===== config.mk =====
export PLATFORM = sky130hd
export DESIGN_NAME = aiseq_top
export DESIGN_NICKNAME = d
export VERILOG_FILES = /design/src/shared/aiseq_pkg.sv /design/src/hdl/aiseq_top.sv
export SDC_FILE = /design/constraint.sdc
export NUM_CORES = 2
export LEC_CHECK = 0
export BUFFER_PORTS_ARGS = -buffer_cell sky130_fd_sc_hd__buf_2
export CORE_MARGIN = 2
export CORE_UTILIZATION = 62
export DETAILED_ROUTE_END_ITERATION = 10
export PLACE_DENSITY = 0.88
export SLEW_MARGIN = 15
export SYNTH_ARGS = -nofsm -noshare
export SYNTH_HDL_FRONTEND = slang
export SYNTH_SLANG_ARGS = --single-unit

===== constraint.sdc =====
create_clock -name mclk -period 15.1 [get_ports mclk]
set_input_delay 1.51 -clock mclk [delete_from_list [all_inputs] [get_ports mclk]]
set_output_delay 1.51 -clock mclk [all_outputs]
set_load 0.03 [all_outputs]

===== src/shared/aiseq_pkg.sv =====
package aiseq_pkg;
  // Sample count and channel widths
  localparam int CNT_W = 32;
  localparam int NCH = 8;
  localparam int SMP_W = 16;
  // FIFO geometry, log2 of depth
  localparam int FIFO_AW = 4;
  localparam int FIFO_DEPTH = 16;
  // Block size that triggers a transfer request, in words
  localparam logic [FIFO_AW:0] DMA_BLOCK = 5'h04;
  // Counter constants
  localparam logic [CNT_W-1:0] CNT_ZERO = 32'h00000000;
  localparam logic [CNT_W-1:0] CNT_ONE = 32'h00000001;
  localparam logic [FIFO_AW:0] LVL_ONE = 5'h01;
  localparam logic [FIFO_AW-1:0] PTR_ONE = 4'h1;

  // Acquisition state
  typedef enum logic [2:0] {
    AISEQ_IDLE = 3'b000,
    AISEQ_WAIT_START = 3'b001,
    AISEQ_RUN = 3'b010,
    AISEQ_POST = 3'b011,
    AISEQ_DONE = 3'b100
  } aiseq_state_e;

  // Host control and configuration
  typedef struct packed {
    logic arm;
    logic stop;
    logic sw_convert;
    logic hw_timed;
    logic ext_clk_sel;
    logic continuous;
    logic single_point;
    logic paired;
    logic start_trig_en;
    logic ref_trig_en;
    logic hold_trig_en;
    logic hold_active_high;
    logic ovf_clear;
    logic late_clear;
    logic point_read;
    logic [CNT_W-1:0] sample_total;
    logic [CNT_W-1:0] post_total;
  } aiseq_ctrl_s;

  // Status back to the host
  typedef struct packed {
    logic running;
    logic done;
    logic overflow;
    logic late;
    logic [CNT_W-1:0] acquired;
  } aiseq_stat_s;

  // One simultaneous sample word across channels
  typedef logic [NCH*SMP_W-1:0] aiseq_word_t;
endpackage


===== src/hdl/aiseq_top.sv =====
`timescale 1ns/1ps
// What this block does
// One conversion per software command
// Hardware pacing from internal or external clock
// Finite mode stops after programmed count
// Host uses finite mode with reference trigger
// Continuous mode runs until host stops
// Samples leave FIFO in DMA blocks
// Full FIFO overwrites oldest, flags overflow
// Paired transfer drops final odd sample
// Host pads odd totals with extra channel
// Flag single-point software missed clock period
// Start, reference and pause trigger actions
// Pause holds pacing while level active; the code holds only hardware pacing, software commands still convert
// Each pacing edge converts all channels
// Overflow sticky until cleared or stopped
module aiseq_top (
  // Clock and reset
  input wire logic mclk,
  input wire logic sys_rst,
  // Host control
  input wire aiseq_pkg::aiseq_ctrl_s ctrl,
  // Pins from outside the clock domain
  input wire logic ext_clk_pin,
  input wire logic start_trig_pin,
  input wire logic ref_trig_pin,
  input wire logic hold_trig_pin,
  // Internal pacing tick from the timing engine
  input wire logic int_clk_tick,
  // Converter interface
  input wire aiseq_pkg::aiseq_word_t adc_data,
  output logic adc_convert,
  // DMA side
  input wire logic dma_ready,
  output logic dma_req,
  output logic dma_valid,
  output aiseq_pkg::aiseq_word_t dma_data_lo,
  output aiseq_pkg::aiseq_word_t dma_data_hi,
  // Status
  output aiseq_pkg::aiseq_stat_s status
);
  // Three-stage synchronisers for pins: [0] first, [1],[2] compared
  logic [2:0] ext_clk_sq, start_sq, ref_sq, hold_sq;
  // Filtered levels after second and third agree
  logic ext_clk_f_q, start_f_q, ref_f_q, hold_f_q;
  logic ext_clk_prev_q, start_prev_q, ref_prev_q;
  aiseq_pkg::aiseq_state_e state_q;
  logic [aiseq_pkg::CNT_W-1:0] count_q;
  logic [aiseq_pkg::CNT_W-1:0] post_q;
  // Sample FIFO storage
  aiseq_pkg::aiseq_word_t mem [aiseq_pkg::FIFO_DEPTH];
  logic [aiseq_pkg::FIFO_AW-1:0] wr_q, rd_q;
  logic [aiseq_pkg::FIFO_AW:0] lvl_q;
  logic overflow_q, late_q, unread_q;
  logic pace_tick, push, full, pop_n, pop_pair, pop_one, can_pop;
  logic ext_rise, start_rise, ref_rise, hold_on, active;

  // Synchronise pins through three flip-flops
  always_ff @(posedge mclk or posedge sys_rst) begin
    if (sys_rst) begin
      ext_clk_sq <= 3'h0;
      start_sq <= 3'h0;
      ref_sq <= 3'h0;
      hold_sq <= 3'h0;
    end else begin
      ext_clk_sq <= {ext_clk_sq[1:0], ext_clk_pin};
      start_sq <= {start_sq[1:0], start_trig_pin};
      ref_sq <= {ref_sq[1:0], ref_trig_pin};
      hold_sq <= {hold_sq[1:0], hold_trig_pin};
    end
  end

  // Accept a level change only when stages two and three agree
  always_ff @(posedge mclk or posedge sys_rst) begin
    if (sys_rst) begin
      ext_clk_f_q <= 1'b0;
      start_f_q <= 1'b0;
      ref_f_q <= 1'b0;
      hold_f_q <= 1'b0;
      ext_clk_prev_q <= 1'b0;
      start_prev_q <= 1'b0;
      ref_prev_q <= 1'b0;
    end else begin
      if (ext_clk_sq[1] == ext_clk_sq[2]) ext_clk_f_q <= ext_clk_sq[2];
      if (start_sq[1] == start_sq[2]) start_f_q <= start_sq[2];
      if (ref_sq[1] == ref_sq[2]) ref_f_q <= ref_sq[2];
      if (hold_sq[1] == hold_sq[2]) hold_f_q <= hold_sq[2];
      ext_clk_prev_q <= ext_clk_f_q;
      start_prev_q <= start_f_q;
      ref_prev_q <= ref_f_q;
    end
  end

  // Edge and level terms of the filtered pins
  assign ext_rise = ext_clk_f_q & ~ext_clk_prev_q;
  assign start_rise = start_f_q & ~start_prev_q;
  assign ref_rise = ref_f_q & ~ref_prev_q;
  // Pause trigger is level sensitive, polarity programmable
  assign hold_on = ctrl.hold_trig_en & (hold_f_q == ctrl.hold_active_high);
  assign active = (state_q == aiseq_pkg::AISEQ_RUN) || (state_q == aiseq_pkg::AISEQ_POST);

  // Pacing: one software command or one pacing-clock edge each
  always_comb begin
    if (ctrl.hw_timed) begin
      pace_tick = (ctrl.ext_clk_sel ? ext_rise : int_clk_tick) & ~hold_on;
    end else begin
      pace_tick = ctrl.sw_convert;
    end
  end
  assign push = active & pace_tick;

  // Acquisition sequencer with start and reference actions
  always_ff @(posedge mclk or posedge sys_rst) begin
    if (sys_rst) begin
      state_q <= aiseq_pkg::AISEQ_IDLE;
      count_q <= aiseq_pkg::CNT_ZERO;
      post_q <= aiseq_pkg::CNT_ZERO;
    end else if (ctrl.stop) begin
      // Host stop ends any mode, continuous included
      state_q <= aiseq_pkg::AISEQ_IDLE;
    end else begin
      case (state_q)
        aiseq_pkg::AISEQ_IDLE: begin
          if (ctrl.arm) begin
            count_q <= aiseq_pkg::CNT_ZERO;
            post_q <= aiseq_pkg::CNT_ZERO;
            state_q <= ctrl.start_trig_en ? aiseq_pkg::AISEQ_WAIT_START
                                          : aiseq_pkg::AISEQ_RUN;
          end
        end
        aiseq_pkg::AISEQ_WAIT_START: begin
          if (start_rise) state_q <= aiseq_pkg::AISEQ_RUN;
        end
        aiseq_pkg::AISEQ_RUN: begin
          if (push) count_q <= count_q + aiseq_pkg::CNT_ONE;
          // Reference trigger assumes finite mode chosen by host
          if (ctrl.ref_trig_en && ref_rise) begin
            state_q <= aiseq_pkg::AISEQ_POST;
          end else if (!ctrl.continuous && !ctrl.ref_trig_en && push &&
                       (count_q + aiseq_pkg::CNT_ONE >= ctrl.sample_total)) begin
            state_q <= aiseq_pkg::AISEQ_DONE;
          end
        end
        aiseq_pkg::AISEQ_POST: begin
          if (push) begin
            count_q <= count_q + aiseq_pkg::CNT_ONE;
            post_q <= post_q + aiseq_pkg::CNT_ONE;
            if (post_q + aiseq_pkg::CNT_ONE >= ctrl.post_total) begin
              state_q <= aiseq_pkg::AISEQ_DONE;
            end
          end
        end
        aiseq_pkg::AISEQ_DONE: begin
          if (ctrl.arm) state_q <= aiseq_pkg::AISEQ_IDLE;
        end
        default: state_q <= aiseq_pkg::AISEQ_IDLE;
      endcase
    end
  end

  // One convert strobe drives every channel converter at once
  always_ff @(posedge mclk or posedge sys_rst) begin
    if (sys_rst) adc_convert <= 1'b0;
    else adc_convert <= push;
  end

  // FIFO pop rules: pairs only when paired, so a lone last word stays
  assign full = (lvl_q == aiseq_pkg::FIFO_DEPTH[aiseq_pkg::FIFO_AW:0]);
  assign can_pop = ctrl.single_point ? 1'b0 :
                   (ctrl.paired ? (lvl_q > aiseq_pkg::LVL_ONE) : (lvl_q != '0));
  assign pop_n = can_pop & dma_ready & ~dma_valid;
  assign pop_pair = pop_n & ctrl.paired;
  assign pop_one = pop_n & ~ctrl.paired;

  // FIFO with overwrite of oldest data when full
  always_ff @(posedge mclk or posedge sys_rst) begin
    if (sys_rst) begin
      wr_q <= '0;
      rd_q <= '0;
      lvl_q <= '0;
    end else begin
      logic [aiseq_pkg::FIFO_AW-1:0] rd_n;
      logic [aiseq_pkg::FIFO_AW:0] lvl_n;
      rd_n = rd_q;
      lvl_n = lvl_q;
      if (pop_pair) begin
        rd_n = rd_n + aiseq_pkg::PTR_ONE + aiseq_pkg::PTR_ONE;
        lvl_n = lvl_n - aiseq_pkg::LVL_ONE - aiseq_pkg::LVL_ONE;
      end else if (pop_one) begin
        rd_n = rd_n + aiseq_pkg::PTR_ONE;
        lvl_n = lvl_n - aiseq_pkg::LVL_ONE;
      end
      if (push) begin
        mem[wr_q] <= adc_data;
        wr_q <= wr_q + aiseq_pkg::PTR_ONE;
        if (full && !pop_n) rd_n = rd_n + aiseq_pkg::PTR_ONE;
        else lvl_n = lvl_n + aiseq_pkg::LVL_ONE;
      end
      rd_q <= rd_n;
      lvl_q <= lvl_n;
    end
  end

  // Block transfer request and data beats toward host memory
  always_ff @(posedge mclk or posedge sys_rst) begin
    if (sys_rst) begin
      dma_req <= 1'b0;
      dma_valid <= 1'b0;
      dma_data_lo <= '0;
      dma_data_hi <= '0;
    end else begin
      dma_req <= !ctrl.single_point &&
                 ((lvl_q >= aiseq_pkg::DMA_BLOCK) || (state_q == aiseq_pkg::AISEQ_DONE
                  && can_pop));
      dma_valid <= pop_n;
      if (pop_n) begin
        dma_data_lo <= mem[rd_q];
        dma_data_hi <= ctrl.paired ? mem[rd_q + aiseq_pkg::PTR_ONE] : '0;
      end
    end
  end

  // Sticky overflow; new event wins over host clear or stop
  always_ff @(posedge mclk or posedge sys_rst) begin
    if (sys_rst) overflow_q <= 1'b0;
    else if (push && full && !pop_n) overflow_q <= 1'b1;
    else if (ctrl.ovf_clear || ctrl.stop) overflow_q <= 1'b0;
  end

  // Single-point lateness: new tick before software read of last
  always_ff @(posedge mclk or posedge sys_rst) begin
    if (sys_rst) begin
      unread_q <= 1'b0;
      late_q <= 1'b0;
    end else begin
      if (push && ctrl.single_point) unread_q <= 1'b1;
      else if (ctrl.point_read) unread_q <= 1'b0;
      if (push && ctrl.single_point && unread_q && !ctrl.point_read) late_q <= 1'b1;
      else if (ctrl.late_clear || ctrl.stop) late_q <= 1'b0;
    end
  end

  // Registered status outputs
  always_ff @(posedge mclk or posedge sys_rst) begin
    if (sys_rst) status <= '0;
    else begin
      status.running <= active || (state_q == aiseq_pkg::AISEQ_WAIT_START);
      status.done <= (state_q == aiseq_pkg::AISEQ_DONE);
      status.overflow <= overflow_q;
      status.late <= late_q;
      status.acquired <= count_q;
    end
  end
endmodule


==> metrics <==
Post-CTS Hold Buffers=0; Yosys cell types=67; share of layout cells above drive strength 1=a little over a third; Slew Limit Headroom=13.6%; syn_area_per_cell=about 19 um^2; GR met2 Demand/Resource=~57%; Crit. End Element=flop; Mapped Area=110000 um^2; Tmin final=just over 7 ns; initial antenna violation count=63; Placed Area=115000 um^2; I/O pin cnt=510; # nets final=6661; clk buf depth=3; Final Hold Vio Count=0; met3 Use GR=9.61%; Die Y=426 um; CP Launch Type=flop; number of port buffers=about 510; Tightest Pin Transition=1.30 ns; most used routing layer=met2; clock sinks=approximately 2400; Slew Limit Fails=0; crit share post-route=47.2%; Post-synth ARST share=about 16%; via count=approximately 67000; post-synthesis mux area share=about a quarter; DRT Pass-1 Iters=9; CTS Buf Count=around 230; FP Rows=154; number of remaining DRC errors=0; worst hold path type=flop to flop; largest net degree at the start of global routing=165; fmax=approximately 0.14 GHz; post-cts repair resize count=0; Seq cells post-synth=between 2000 and 2500; Setup-failing EPs final=0; global-route wire length before repair=between 400 and 500 mm; final instance area=roughly 120000 um^2; WP data arrival=approximately 8 ns; Starting Density=a little over three fifths; Simple-Gate Fraction of Synth Area=under 10%; worst-skew pair later-pin latency=about 0.90 ns; die outline area=~180000 um^2; GRT met1 Usage=a little under half; WL final=327 mm; Max VDD drop=roughly 0.26 mV; routed vias/inst=7.47; synth warn=0; GP Congestion=0.847; initial DRC count=around 11000; Worst Path Required=around 16 ns; H-Tree Depth=4; crit-path max FO=~130; Setup TNS Final=0 ns; clock root cell=clkbuf_16; adder-cell share of the synthesized area=0.908%; Power, Total=between 0.02 and 0.025 W; Leak Pwr=around 43 nW; clk_skew=~0.042 ns; sequential area share after synthesis=between 60% and 70%; DR WL/cell=between 30 and 40 um; DP Wirelength=approximately 170 mm; Syn Inst Count=5914; power density over the cells=200 nW/um^2; vias in the first global route=between 60000 and 70000; CTS tree=done; Max-Cap Viols=0; post-synthesis xor/xnor area fraction=0.681%; Die W=approximately 430 um; Post-CTS Setup Inserts=0; RSZ-0062 raised after global routing=no; Core Region=approximately 180000 um^2; worst hold margin=about 0.36 ns; number of flops mapped to enable cells by yosys=2048; Setup CP Type=flop to flop; Worst Slack Setup Final=approximately 8.0 ns; Synthesized Nets=a little over 6000; Final ANT Viol Nets=0; largest family of logic cells by synthesized area=multiplexers; Synth Flop Type=edfxtp_1; Total GRT Usage=between 30% and 40%; layout overhead on the synthesized area=11.9%; GRT Residual Overflow=0; Synth Area in Compound Gates=2.30%; outcome=finished, final reports clean; worst slack at placement=7.96 ns; Clk pin slew, worst setup/hold paths=~0.07 ns
worst paths after layout:
path,start,end,slack [ns],cells after the start
hold / removal,ext_clk_sq[0],ext_clk_sq[1],0.36,0
setup / recovery,rd_q[0],dma_data_hi[83],7.98,9
min in group asynchronous,sys_rst,start_f_q,0.78,2
hold reg to reg,ext_clk_sq[0],ext_clk_sq[1],0.36,0
max in group asynchronous,sys_rst,dma_data_hi[61],11.88,4
setup reg to reg,rd_q[0],dma_data_hi[83],7.98,9
power by group:
| group | internal, W | switching [W] |
|---|---|---|
| combinational | 0.00467 | 0.00562 |
| clock | 0.00357 | 0.00267 |
| sequential | 0.00770 | 0.000443 |
| total | 0.0159 | 0.00874 |
sequential cells by signal, summed over array words and instances, names as in the netlist, 4 cells and up:
signal       flops
dma_data_hi    128
status          36
count_q         32
wr_q             4
lvl_q            5
rd_q             4
post_q          32
mem           2048
dma_data_lo    128
cell type report:
| cell class | count | area [um^2] |
|---|---|---|
| inverters | 85 | 332 |
| flip-flops and latches | 2445 | 71400 |
| diodes | 42 | 105 |
| multi-input cells | 2985 | 37100 |
| clock buffers | 314 | 6570 |
| repair buffers | 619 | 3440 |
| clock inverters | 132 | 1640 |
| fillers | 10017 | 52900 |
| well taps | 2340 | 2930 |
cells by family after synthesis:
| logic type | after synthesis |
|---|---|
| flops | 2445 |
| mux | 1413 |
| simple gates | 938 |
| buf+inv | 484 |
| compound gates | 468 |
| xor+xnor | 85 |
| fa+ha+maj | 81 |
per-stage QoR:
stage          utilization [%]  instances
6_report                  70.0       8962
3_3_place_gp              65.3       8474
4_1_cts                   69.9       8920
3_5_place_dp              65.3       8474
5_1_grt                   70.0       8955
2_1_floorplan                -       5914
per-layer routing:
layer	vias up	share of wire, %	wire (um)
li1	25148	-	-
met1	33540	31	100000
met2	6780	48	158000
met3	1430	14	44900
met4	36	7.1	23300
met5	-	0.069	225
synthesized netlist by cell type, types with 52 or more instances:
| cell type | number | area (um^2) |
|---|---|---|
| a21oi_1 | 52 | 260 |
| buf_2 | 146 | 731 |
| clkbuf_1 | 190 | 713 |
| dfrtp_1 | 397 | 9930 |
| edfxtp_1 | 2048 | 61500 |
| ha_1 | 77 | 963 |
| inv_1 | 83 | 312 |
| mux2_2 | 131 | 1480 |
| mux2i_1 | 130 | 1300 |
| mux4_2 | 1152 | 25900 |
| nand2_1 | 733 | 2750 |
| nor2_1 | 56 | 210 |
| o21ai_0 | 308 | 1540 |
| xnor2_1 | 56 | 490 |
worst max-delay path: stages (launching register included):
cell     delay, ns
dfrtp_4       1.08
buf_12        0.77
buf_4         0.92
buf_4         0.97
buf_4         0.88
buf_4         0.74
mux4_2        0.60
mux2_2        0.27
o21ai_0       0.22
o21ai_1       0.14
cell usage in the layout (no fill, tap or decap), drive strengths merged, types with 4 or more instances in the layout:
cell / count
edfxtp: 2048
nor3: 16
ha: 77
mux4: 1152
a22o: 11
bufinv: 29
and2: 20
maj3: 4
nor3b: 4
a21oi: 53
o21ai: 341
clkinv: 79
dfrtp: 397
xor2: 28
nand2: 733
inv: 96
diode: 42
nand3: 32
a31oi: 7
clkbuf: 314
nor2b: 9
and3: 22
mux2: 131
xnor2: 57
o31ai: 27
o22ai: 6
o211ai: 4
buf: 619
nand4: 13
mux2i: 130
nor4: 7
clkinvlp: 13
and4: 6
nor2: 57
nand2b: 6
(Power assumes the default switching activity.)
